==> src/include/rfmdc_regs.vh <==
/*
 * Constants of the rf measure / DAC control block: serial frame layout,
 * data-byte map, power modes and diversity timing.
 * Assumes inclusion by the block's design file, the monitor and the bench.
 */
`ifndef RFMDC_REGS_VH
`define RFMDC_REGS_VH

// ----------------------------------------------------------------
// Data-byte map, by command address
// ----------------------------------------------------------------
`define RFMDC_ADDR_VCXO_TUNE 3'h0
`define RFMDC_ADDR_UPCONV_GAIN 3'h1
`define RFMDC_ADDR_MOD_GAIN 3'h2
`define RFMDC_ADDR_PA_BIAS 3'h3
`define RFMDC_ADDR_CONV_RESULT 3'h7

// ----------------------------------------------------------------
// Command byte fields (7 bits after the start bit, MSB first)
// ----------------------------------------------------------------
`define RFMDC_CMD_ADDR_MSB 6
`define RFMDC_CMD_ADDR_LSB 4
`define RFMDC_CMD_RX_BIT 3
`define RFMDC_CMD_TX_BIT 2
`define RFMDC_CMD_SD_BIT 1
`define RFMDC_CMD_LD_BIT 0
`define RFMDC_CMD_BITS 4'h7
`define RFMDC_DATA_BITS 4'h8

// ----------------------------------------------------------------
// Data byte fields
// ----------------------------------------------------------------
`define RFMDC_D_CODE6_MSB 5
`define RFMDC_D_CODE7_MSB 6
`define RFMDC_D_FLAG_BIT 7
`define RFMDC_D_CLASS_MSB 7
`define RFMDC_D_CLASS_LSB 6

// ----------------------------------------------------------------
// Power modes {receive_enable_bit, transmit_enable_bit}
// ----------------------------------------------------------------
`define RFMDC_MODE_SHUTDOWN 2'h0
`define RFMDC_MODE_TRANSMIT 2'h1
`define RFMDC_MODE_RECEIVE 2'h2
`define RFMDC_MODE_STANDBY 2'h3
`define RFMDC_CLASS_1 2'h0

// ----------------------------------------------------------------
// Reset values and diversity timing in serial clocks
// ----------------------------------------------------------------
`define RFMDC_RST_CODE6 6'h00
`define RFMDC_RST_CODE7 7'h00
`define RFMDC_RST_BYTE 8'h00
`define RFMDC_DIV_FIRST_PERIOD 4'hc

`endif
==> src/hw/rfmdc_top.v <==
/*
 * Digital control of the rf measure / DAC chip: serial command link
 * sampled on the core clock, DAC input and active registers, power
 * mode decode, power-sense path control and antenna-diversity latch.
 * Assumes: all link and strobe pins come from outside the core clock
 * domain; the converter and comparator answers come from same-clock
 * analog models.
 */
`timescale 1ns/1ns
`default_nettype none
`include "rfmdc_regs.vh"

// Summary of operation
// - Best antenna output is 0 if first period stronger, 1 if second.
// - First antenna period spans first 12 serial clocks after window rises.
// - Serial data output is driven only while chip select is low.
// - Serial link reacts to clock and data only with chip select low.
// - Serial clock may stop and restart anytime without losing state.
// - Sense bias is on only during a transmit power-sense measurement.
// - Measure window feeds peak detector in tx or rx; converter samples at window end.
// - Sense mux routes exactly one of reverse, forward class1, class2-4 in a transmit measurement; otherwise none.
// - Gain: forward, reverse class 1, reverse classes 2-4 selected.
// - Peak detector tracks and holds until a conversion starts.
// - Address 000 loads the 6-bit tuning code; bits 7:6 ignored.
// - Address 001 loads 7-bit upconverter code; bit 7 selects direction.
// - Address 010 loads 7-bit modulator code; bit 7 selects channel.
// - Address 011 loads 6-bit bias code; bits 7:6 power class.
// - Address 111 read returns the 8-bit conversion result, MSB first.
// - Measure window powers sense path in tx or rx; gain amp tx only.
// - Diversity window powers diversity circuit; result latch resets low.
// - Diversity window fall latches comparator into best antenna output.
// - All DAC outputs are zero after reset.
// - Load bit moves all input registers to active ones after frame.
// - Receive/transmit bits select shutdown, transmit, receive, standby.
// - First 1 after chip select falls starts a 16-bit frame.
// - Cleared shutdown bit drives bias shutdown low, disables bias DAC.
module rfmdc_top (
    // Clock and reset
    input wire core_clk_i,
    input wire rst_i,
    // Serial link pins
    input wire chip_select_n_i,
    input wire serial_clk_i,
    input wire serial_data_i,
    output reg serial_data_o,
    output reg serial_data_oe_o,
    // Measurement and diversity strobes
    input wire measure_window_in_i,
    input wire measure_control_in_i,
    input wire diversity_window_in_i,
    input wire diversity_control_in_i,
    // Converter and comparator answers
    input wire [7:0] conv_data_i,
    input wire conv_done_i,
    input wire compare_second_greater_i,
    // DAC codes and enables
    output reg [5:0] vcxo_tune_dac_o,
    output reg [6:0] upconv_gain_dac_o,
    output reg [6:0] modulator_gain_dac_o,
    output reg [5:0] pa_bias_dac_o,
    output reg [3:0] dac_enable_o,
    // Power mode and digital outputs
    output reg [1:0] power_mode_o,
    output reg bias_gen_shutdown_out_n_o,
    output reg best_antenna_out_o,
    // Power-sense path control
    output reg sense_path_power_o,
    output reg sense_amp_enable_o,
    output reg sense_bias_out_o,
    output reg [2:0] sense_mux_sel_o,
    output reg [2:0] sense_gain_sel_o,
    output reg peak_track_o,
    output reg conv_start_o,
    output reg direct_channel_o,
    output reg converter_power_o,
    // Diversity circuit control
    output reg diversity_circuit_power_o,
    output reg acquire_first_o,
    output reg acquire_second_o
);

// ----------------------------------------------------------------
// Input synchronisers
// ----------------------------------------------------------------
localparam NSYNC = 7;
wire [NSYNC-1:0] raw_in;
reg [NSYNC-1:0] sync1;
reg [NSYNC-1:0] sync2;
reg [NSYNC-1:0] sync3;
reg [NSYNC-1:0] stab;
reg [NSYNC-1:0] stab_d;
wire [NSYNC-1:0] agree;

assign raw_in = {diversity_control_in_i, diversity_window_in_i, measure_control_in_i,
                 measure_window_in_i, serial_data_i, serial_clk_i, chip_select_n_i};
assign agree = ~(sync2 ^ sync3);

always @(posedge core_clk_i or posedge rst_i) begin
    if (rst_i) begin
        sync1 <= {NSYNC{1'b0}};
        sync2 <= {NSYNC{1'b0}};
        sync3 <= {NSYNC{1'b0}};
        stab <= {{(NSYNC-1){1'b0}}, 1'b1};
        stab_d <= {{(NSYNC-1){1'b0}}, 1'b1};
    end else begin
        sync1 <= raw_in;
        sync2 <= sync1;
        sync3 <= sync2;
        // A change counts once the second and third stage agree
        stab <= (agree & sync3) | (~agree & stab);
        stab_d <= stab;
    end
end

wire cs_n = stab[0];
wire sclk = stab[1];
wire din = stab_d[2]; // Value before the falling edge: zero hold time
wire mwin = stab[3];
wire mctl = stab[4];
wire dwin = stab[5];
wire dctl = stab[6];
wire sclk_fall = stab_d[1] & ~sclk;
wire sclk_rise = ~stab_d[1] & sclk;
wire mwin_fall = stab_d[3] & ~mwin;
wire dwin_rise = ~stab_d[5] & dwin;
wire dwin_fall = stab_d[5] & ~dwin;

// ----------------------------------------------------------------
// Serial frame receiver
// ----------------------------------------------------------------
localparam ST_IDLE = 3'h1;
localparam ST_CMD = 3'h2;
localparam ST_DATA = 3'h4;

reg [2:0] state;
reg [3:0] bit_cnt;
reg [6:0] cmd;
reg [7:0] data;
reg [7:0] out_shift;
reg frame_done;
reg [7:0] conversion_result;

wire [2:0] cmd_addr = cmd[`RFMDC_CMD_ADDR_MSB:`RFMDC_CMD_ADDR_LSB];
wire is_read = (cmd_addr == `RFMDC_ADDR_CONV_RESULT);

// Edge-driven only, so a stopped serial clock just freezes the frame
always @(posedge core_clk_i or posedge rst_i) begin
    if (rst_i) begin
        state <= ST_IDLE;
        bit_cnt <= 4'h0;
        cmd <= 7'h00;
        data <= `RFMDC_RST_BYTE;
        out_shift <= `RFMDC_RST_BYTE;
        frame_done <= 1'b0;
    end else begin
        frame_done <= 1'b0;
        if (cs_n) begin
            state <= ST_IDLE;
            bit_cnt <= 4'h0;
        end else begin
            case (state)
                ST_IDLE: begin
                    if (sclk_fall && din) begin
                        state <= ST_CMD;
                        cmd <= 7'h00;
                        data <= `RFMDC_RST_BYTE;
                        bit_cnt <= 4'h0;
                    end
                end
                ST_CMD: begin
                    if (sclk_fall) begin
                        cmd <= {cmd[5:0], din};
                        if (bit_cnt == `RFMDC_CMD_BITS - 4'h1) begin
                            state <= ST_DATA;
                            bit_cnt <= 4'h0;
                            out_shift <= conversion_result;
                        end else begin
                            bit_cnt <= bit_cnt + 4'h1;
                        end
                    end
                end
                ST_DATA: begin
                    if (sclk_fall) begin
                        data <= {data[6:0], din};
                        if (bit_cnt == `RFMDC_DATA_BITS - 4'h1) begin
                            state <= ST_IDLE;
                            bit_cnt <= 4'h0;
                            frame_done <= 1'b1;
                        end else begin
                            bit_cnt <= bit_cnt + 4'h1;
                        end
                    end else if (sclk_rise && is_read) begin
                        out_shift <= {out_shift[6:0], 1'b0};
                    end
                end
                default: begin
                    state <= ST_IDLE;
                end
            endcase
        end
    end
end

// Read data leaves on rising serial clock edges, MSB first
always @(posedge core_clk_i or posedge rst_i) begin
    if (rst_i) begin
        serial_data_o <= 1'b0;
        serial_data_oe_o <= 1'b0;
    end else begin
        serial_data_oe_o <= ~cs_n;
        if (cs_n) begin
            serial_data_o <= 1'b0;
        end else if (state == ST_DATA && is_read && sclk_rise) begin
            serial_data_o <= out_shift[7];
        end
    end
end

// ----------------------------------------------------------------
// Input and active registers
// ----------------------------------------------------------------
reg [5:0] vcxo_in;
reg [6:0] upconv_in;
reg [6:0] mod_in;
reg [5:0] bias_in;
reg forward_in;
reg direct_in;
reg [1:0] class_in;
reg [1:0] mode_in;
reg sd_in;
reg load_pend;
reg forward_act;
reg [1:0] class_act;
reg sd_act;
reg [5:0] vcxo_act;
reg [6:0] upconv_act;
reg [6:0] mod_act;
reg [5:0] bias_act;

always @(posedge core_clk_i or posedge rst_i) begin
    if (rst_i) begin
        vcxo_in <= `RFMDC_RST_CODE6;
        upconv_in <= `RFMDC_RST_CODE7;
        mod_in <= `RFMDC_RST_CODE7;
        bias_in <= `RFMDC_RST_CODE6;
        forward_in <= 1'b0;
        direct_in <= 1'b0;
        class_in <= `RFMDC_CLASS_1;
        mode_in <= `RFMDC_MODE_SHUTDOWN;
        sd_in <= 1'b0;
        load_pend <= 1'b0;
    end else begin
        load_pend <= frame_done & cmd[`RFMDC_CMD_LD_BIT];
        if (frame_done) begin
            mode_in <= {cmd[`RFMDC_CMD_RX_BIT], cmd[`RFMDC_CMD_TX_BIT]};
            sd_in <= cmd[`RFMDC_CMD_SD_BIT];
            if (cmd_addr == `RFMDC_ADDR_VCXO_TUNE) begin
                vcxo_in <= data[`RFMDC_D_CODE6_MSB:0];
            end else if (cmd_addr == `RFMDC_ADDR_UPCONV_GAIN) begin
                upconv_in <= data[`RFMDC_D_CODE7_MSB:0];
                forward_in <= data[`RFMDC_D_FLAG_BIT];
            end else if (cmd_addr == `RFMDC_ADDR_MOD_GAIN) begin
                mod_in <= data[`RFMDC_D_CODE7_MSB:0];
                direct_in <= data[`RFMDC_D_FLAG_BIT];
            end else if (cmd_addr == `RFMDC_ADDR_PA_BIAS) begin
                bias_in <= data[`RFMDC_D_CODE6_MSB:0];
                class_in <= data[`RFMDC_D_CLASS_MSB:`RFMDC_D_CLASS_LSB];
            end
            // Other addresses store only the mode and shutdown bits
        end
    end
end

// Transfer of every input register at once
always @(posedge core_clk_i or posedge rst_i) begin
    if (rst_i) begin
        vcxo_act <= `RFMDC_RST_CODE6;
        upconv_act <= `RFMDC_RST_CODE7;
        mod_act <= `RFMDC_RST_CODE7;
        bias_act <= `RFMDC_RST_CODE6;
        forward_act <= 1'b0;
        direct_channel_o <= 1'b0;
        class_act <= `RFMDC_CLASS_1;
        power_mode_o <= `RFMDC_MODE_SHUTDOWN;
        sd_act <= 1'b0;
    end else if (load_pend) begin
        vcxo_act <= vcxo_in;
        upconv_act <= upconv_in;
        mod_act <= mod_in;
        bias_act <= bias_in;
        forward_act <= forward_in;
        direct_channel_o <= direct_in;
        class_act <= class_in;
        power_mode_o <= mode_in;
        sd_act <= sd_in;
    end
end

// ----------------------------------------------------------------
// Power mode decode and DAC outputs
// ----------------------------------------------------------------
wire tx_mode = (power_mode_o == `RFMDC_MODE_TRANSMIT);
wire rx_mode = (power_mode_o == `RFMDC_MODE_RECEIVE);
reg [3:0] next_dac_en;

// Enable order: {pa_bias, modulator, upconv, vcxo}
always @* begin
    next_dac_en = 4'h0;
    case (power_mode_o)
        `RFMDC_MODE_TRANSMIT: next_dac_en = 4'hf;
        `RFMDC_MODE_RECEIVE: next_dac_en = 4'h5;
        `RFMDC_MODE_STANDBY: next_dac_en = 4'h9;
        default: next_dac_en = 4'h0;
    endcase
    next_dac_en[3] = next_dac_en[3] & sd_act;
end

always @(posedge core_clk_i or posedge rst_i) begin
    if (rst_i) begin
        dac_enable_o <= 4'h0;
        vcxo_tune_dac_o <= `RFMDC_RST_CODE6;
        upconv_gain_dac_o <= `RFMDC_RST_CODE7;
        modulator_gain_dac_o <= `RFMDC_RST_CODE7;
        pa_bias_dac_o <= `RFMDC_RST_CODE6;
        bias_gen_shutdown_out_n_o <= 1'b0;
    end else begin
        dac_enable_o <= next_dac_en;
        // A disabled DAC is pulled to zero
        vcxo_tune_dac_o <= next_dac_en[0] ? vcxo_act : `RFMDC_RST_CODE6;
        upconv_gain_dac_o <= next_dac_en[1] ? upconv_act : `RFMDC_RST_CODE7;
        modulator_gain_dac_o <= next_dac_en[2] ? mod_act : `RFMDC_RST_CODE7;
        pa_bias_dac_o <= next_dac_en[3] ? bias_act : `RFMDC_RST_CODE6;
        bias_gen_shutdown_out_n_o <= sd_act;
    end
end

// ----------------------------------------------------------------
// Power-sense path and converter control
// ----------------------------------------------------------------
wire path_on = mwin & (tx_mode | rx_mode);
wire class1 = (class_act == `RFMDC_CLASS_1);
reg [2:0] next_mux;
reg [2:0] next_gain;

// Mux {fwd class2-4, fwd class1, reverse}; gain {rev 2-4, rev 1, fwd}
always @* begin
    next_mux = 3'h0;
    next_gain = 3'h1;
    if (forward_act) begin
        next_mux = class1 ? 3'h2 : 3'h4;
        next_gain = 3'h1;
    end else begin
        next_mux = 3'h1;
        next_gain = class1 ? 3'h2 : 3'h4;
    end
end

always @(posedge core_clk_i or posedge rst_i) begin
    if (rst_i) begin
        sense_path_power_o <= 1'b0;
        sense_amp_enable_o <= 1'b0;
        sense_bias_out_o <= 1'b0;
        sense_mux_sel_o <= 3'h0;
        sense_gain_sel_o <= 3'h1;
        peak_track_o <= 1'b0;
        conv_start_o <= 1'b0;
        converter_power_o <= 1'b0;
        conversion_result <= `RFMDC_RST_BYTE;
    end else begin
        sense_path_power_o <= path_on;
        sense_amp_enable_o <= path_on & tx_mode;
        sense_bias_out_o <= path_on & tx_mode;
        // Unselected inputs stay grounded
        sense_mux_sel_o <= (path_on & tx_mode) ? next_mux : 3'h0;
        sense_gain_sel_o <= next_gain;
        converter_power_o <= mctl & (tx_mode | rx_mode);
        // Conversion at window end releases the held peak
        conv_start_o <= mwin_fall & (tx_mode | rx_mode);
        if (path_on) begin
            peak_track_o <= 1'b1;
        end else if (conv_start_o) begin
            peak_track_o <= 1'b0;
        end
        if (conv_done_i) begin
            conversion_result <= conv_data_i;
        end
    end
end

// ----------------------------------------------------------------
// Antenna diversity
// ----------------------------------------------------------------
reg [4:0] div_cnt;

always @(posedge core_clk_i or posedge rst_i) begin
    if (rst_i) begin
        div_cnt <= 5'h00;
        diversity_circuit_power_o <= 1'b0;
        acquire_first_o <= 1'b0;
        acquire_second_o <= 1'b0;
        best_antenna_out_o <= 1'b0;
    end else begin
        // Control may only drop one clock after the window
        diversity_circuit_power_o <= dwin | dctl;
        if (dwin_rise) begin
            div_cnt <= 5'h00;
        end else if (dwin && sclk_rise && div_cnt != 5'h1f) begin
            div_cnt <= div_cnt + 5'h01;
        end
        // Control low/high phases come from the controller
        acquire_first_o <= dwin & dctl & (div_cnt <= {1'b0, `RFMDC_DIV_FIRST_PERIOD});
        acquire_second_o <= dwin & dctl & (div_cnt > {1'b0, `RFMDC_DIV_FIRST_PERIOD});
        if (dwin_fall) begin
            best_antenna_out_o <= compare_second_greater_i;
        end
    end
end

endmodule
`default_nettype wire

==> config.mk <==
export PLATFORM = sky130hd
export DESIGN_NAME = rfmdc_top
export DESIGN_NICKNAME = d
export VERILOG_FILES = /design/src/hw/rfmdc_top.v
export VERILOG_INCLUDE_DIRS = /design/src /design/src/include
export SDC_FILE = /design/constraint.sdc
export NUM_CORES = 1
export LEC_CHECK = 0
export ABC_AREA = 1
export BUFFER_PORTS_ARGS = -buffer_cell sky130_fd_sc_hd__buf_2
export CAP_MARGIN = 15
export CORE_MARGIN = 10
export CORE_UTILIZATION = 30
export DETAILED_ROUTE_END_ITERATION = 8
export PLACE_DENSITY = 0.47
export SETUP_SLACK_MARGIN = 0.1
export SYNTH_ARGS = -nofsm -noshare
export SYNTH_HDL_FRONTEND = slang
export SYNTH_SLANG_ARGS = --single-unit
==> constraint.sdc <==
create_clock -name core_clk_i -period 9 [get_ports core_clk_i]
set_input_delay 0.9 -clock core_clk_i [delete_from_list [all_inputs] [get_ports core_clk_i]]
set_output_delay 0.9 -clock core_clk_i [all_outputs]
set_load 0.02 [all_outputs]
## Yosys cells after proc, flatten, opt, wreduce, memory -nomap -nowiden

Cells that the tools add are included.

| storage, ports and cells | value |
|---|---|
| input bits | 19 |
| flip-flop bits (word level) | 193 |
| output and inout port bits | 52 |

| cells by class | value |
|---|---|
| add/sub/neg operators | 2 |
| equal/unequal tests | 24 |
| muxes and demuxes | 44 |
| $lt $le $gt $ge | 2 |
| bitwise operators | 31 |
| reduce and logical (&&, ||, !) cells | 24 |

Operators by type and width:

| kind | count |
|---|---|
| 8-bit two-way mux | 6 |
| 8-bit one-hot mux with 2 select lines | 2 |
| 3-bit two-way mux | 10 |
| 7-bit two-way mux | 4 |
| 4-bit two-way mux | 6 |
| 4-bit one-hot mux with 3 select lines | 2 |
| 4-bit AND reduction | 4 |
| 3-bit != test, second input constant | 5 |
| 1-bit bitwise AND | 14 |
| 7-bit bitwise AND | 2 |
| 7-bit inverter | 2 |
| 7-bit one-hot mux with 2 select lines | 1 |
| 6-bit two-way mux | 2 |
| 2-bit != test, second input constant | 6 |
| 2-bit nonzero test | 6 |
| 5-bit two-way mux | 2 |
| 5-bit AND reduction | 2 |
| 3-bit by 2-bit == test with 1-bit output, second input constant | 3 |
| 1-bit inverter | 9 |
| 3-bit one-hot mux with 3 select lines | 1 |
| 4-bit by 3-bit == test with 1-bit output, second input constant | 2 |
| 1-bit two-way mux | 8 |
| 7-bit bitwise OR | 1 |
| 7-bit XOR | 1 |
| 17 further kinds | 26 |

## Longest topological paths before layout

| depth | value |
|---|---|
| depth after elaboration | 6 |
| gate-level depth with buffers | 10 |
| mapped depth without buffers | 10 |

## Worst setup path after synthesis

OpenSTA, ideal clock, no wires.

| path | value |
|---|---|
| path kind | register to output |
| start point | register sense_bias_out_o |
| end point | output port sense_bias_out_o |
| path buffers | 1 |
| cell stages (with the launch flop) | 2 |
| path slack | 7.487 ns |
| arrival time | 0.613 ns |
| cells stage by stage | dfrtp_1 buf_4 |

RTL lines:

| element | line | source |
|---|---|---|
| start, declared | rfmdc_top.v:69 | `output reg sense_bias_out_o,` |
| start signal, assigned | rfmdc_top.v:372 | `sense_bias_out_o <= path_on & tx_mode;` |

No word-level cell between the ends.

==> flow_summary.yaml <==
sta:
  finalSetupViolations: 0
  finClkSkew_ns: 0.0180
  fmax_ghz: 0.472
  slew_headroom_pct: 35.9
  timing.final.crit_period_ns: 2.12
  tns_ns: 0
  hold_viol_final: 0
  maxSlewViolCount: 0
  tightest_slew_ns: 0.962
  period_share_pct: 23.5
  grt_setup_unrepaired: "no"
  fin_ws_ns: 6.88
critical_path:
  worst_r2r_path_depth: 7
  cp_cell_sequence: "buf_2 > inv_8 > buf_4"
  worst_path_largest_cell_delay_ns: 0.87
  critPathSlowestCell: "buf_4"
  startpoint_type: "input pin"
  crit_type: "in -> async"
  cp_data_required_time_ns: 9.42
  cp_max_fo: 115
  crit_path_end_kind: "async pin"
  crit_arrival_ns: 2.53
pwr:
  switchingPower_uw: 506
  internal-power_uw: 1360
  pwr_density_cell_mw_per_mm2: 222
  leakagePower_uw: 0.00418
  power.share.clock_pct: 40.0
  power.total_uw: 1860
  p_comb_share_pct: 9.7
  ir_drop_mv: 0.117
  pwr-share-seq_pct: 50.3
  netSwitchingFraction_pct: 27.2
synthesis:
  ys_warn_count: 0
  syn_area_per_cell_sq_um: 10.6
  ys.flop_type: "dfrtp_1"
  async_reset_ff_share_pct: 100
  ys_ff_latch: 191
  synthCells: 670
  synth-edff-count: 0
  syn_nets: 698
  synth_cell_types: 30
  syn_area_sq_mm: 0.00713
  yosysTopAreaCellShare_pct: 66.0
  yosysSeqAreaShare_pct: 67.1
  synth_area_leaders: "dfrtp_1, nand2_1, o21ai_0, inv_1, mux2_2"
  yosysTopAreaCell: "dfrtp_1"
clock_network:
  h-tree-depth: 4
  cts-root-buf: "clkbuf_16"
  tritoncts: "yes"
  clk_pin_slew_ns: 0.07
  cts.sinks: 191
  clk-insertion-delay-late_ns: 0.44
  clockBufferDepth: 2
  ctsHoldBuffers: 0
  numCtsBuffers: 17
  cts_resized: 0
  post_cts_buffers: 0
layout:
  fin_util_pct: 35.8
  area_growth_syn_to_layout_pct: 17.5
  final_cells: 1073
  antennaDiodeCount: 0
  nFillCells: 2440
  drive_gt1_share_pct: 19.2
  multi_input_area_sq_mm: 0.00194
  nets: 769
  seq_area_sq_mm: 0.00478
floorplanning:
  start_util_pct: 30.5
  core.rowCount: 56
  core_area_sq_mm: 0.0234
  dieHeight_um: 174
  io_pins: 71
  fp.dieW_um: 174
  dieArea_sq_mm: 0.0303
route:
  wl_mm: 13.5
  wl_per_cell_um: 12.6
  antenna_left: 0
  drtIter0Drc: 327
  dr.pass1.iters: 5
  route.detailed.drc: 0
  viasPerCell: 4.08
  via_count: 4383
run:
  maxCapViolations: 0
global_route:
  antenna_found_initial: 0
  grt_use_total_pct: 9.29
  grt_pass1_wl_mm: 23.1
  grt_pass1_vias: 4495
  grt_max_degree: 116
  grt-ovfl-total: 0
placement:
  placed_cells: 1041
  port_buffers: 70
  place_hpwl_mm: 8.81
  pre_cts_slack_ns: 6.29
  place_congestion: 0.755
hold_path:
  whs_path_depth: 0
  hold_class: "reg -> reg"
run_status:
  status: "finished clean"
-- logic make-up (layout without fill, tap and decap cells) --
kind of cell / count (synthesis) / after routing / share of synthesized area [%]
AO/OA/AOI/OAI: 98 / 98 / 7.62
XOR/XNOR: 2 / 2 / 0.246
adder cells (fa/ha/maj): 16 / 16 / 2.56
buffers and inverters: 99 / 183 / 5.65
flip-flops: 191 / 191 / 67.1
multiplexers: 18 / 18 / 2.84
AND/OR/NAND/NOR: 246 / 246 / 14.0
-- path summary, 6_finish.rpt --
| path | startpoint | endpoint | slack (ns) |
|---|---|---|---|
| min in group asynchronous | rst_i | vcxo_tune_dac_o[3]$_DFF_PP0_ | 0.60 |
| min reg2reg | sync1[1]$_DFF_PP0_ | sync2[1]$_DFF_PP0_ | 0.35 |
| min | sync1[1]$_DFF_PP0_ | sync2[1]$_DFF_PP0_ | 0.35 |
| max in group core_clk_i | sense_gain_sel_o[0]$_DFF_PP1_ | sense_gain_sel_o[0] | 7.00 |
| max | rst_i | data[0]$_DFFE_PP0P_ | 6.88 |
| max reg2reg | state[0]$_DFFE_PP1P_ | out_shift[6]$_DFFE_PP0P_ | 7.05 |
-- routing by layer --
| metal | global-route usage [%] | routed length [um] | up-vias |
|---|---|---|---|
| li1 | - | - | 2251 |
| met1 | 12.6 | 6970 | 2064 |
| met2 | 13.8 | 5970 | 59 |
| met3 | 3.14 | 496 | 9 |
| met4 | 2.57 | 95 | 0 |
| met5 | 0 | 0 | - |
-- cells in the mapped netlist (2+ instances only) --
cell / n
clkbuf_1: 8
nand2_2: 3
inv_2: 4
ha_1: 9
nand3_2: 3
buf_2: 7
nor2_1: 43
mux2_2: 18
dfrtp_1: 188
o21a_1: 7
nand3_1: 17
nand2_1: 169
buf_4: 4
nor3_1: 6
maj3_1: 7
dfstp_2: 3
o21ai_1: 18
o21ai_2: 9
o21ai_0: 61
inv_1: 75
a21oi_1: 2
-- worst max-delay path, delay by kind of cell --
family   cells  cell delay [ns]
buf+inv      3             1.52
-- placed cells by master, fill, tap and decap left out, types with 4 or more instances in the layout --
master / instances
nand3_1: 17
o21ai_2: 9
inv_8: 4
o21a_1: 7
buf_2: 70
clkbuf_16: 17
nor2_1: 43
ha_1: 9
mux2_2: 18
inv_1: 74
nor3_1: 6
nand2_1: 169
maj3_1: 7
o21ai_0: 61
inv_6: 4
dfrtp_1: 188
o21ai_1: 18
inv_2: 4
-- power by group through the flow --
stage	combinational [uW]	sequential [uW]	clock, uW
floorplan	149	948	0
global placement	182	954	0
detailed placement	185	954	0
CTS	187	937	775
global route	214	944	809
finish	181	937	745
-- final cells by class --
type	count	share of cell area, %
clock buffers	19	5.17
clock inverters	13	1.75
inverters	79	3.63
multi-input cells	380	23.2
flip-flops and latches	191	57.1
well taps	319	4.77
repair buffers	72	4.36
-- metrics by stage --
stage / instance area [sq um] / hold slack [ns]
after global routing: 8370 / 0.360
final: 8370 / 0.350
after CTS: 8370 / 0.352
after floorplan: 7130 / 0.331
after detailed placement: 7790 / 0.336
after global placement: 7790 / 0.335
-- state kept, by name, indices dropped and copies added (netlist names), 4 cells and up, named ones only --
signal and count:
mod_act 7, conversion_result 8, sync1 7, sync3 7, pa_bias_dac_o 6, div_cnt 5, modulator_gain_dac_o 7, vcxo_in 6
upconv_gain_dac_o 7, mod_in 7, bit_cnt 4, upconv_act 7, stab_d 4, cmd 7, out_shift 8, data 8
vcxo_act 6, bias_act 6, bias_in 6, sync2 7, upconv_in 7, dac_enable_o 4, vcxo_tune_dac_o 6
No activity file was read; power rests on OpenSTA's default activity.
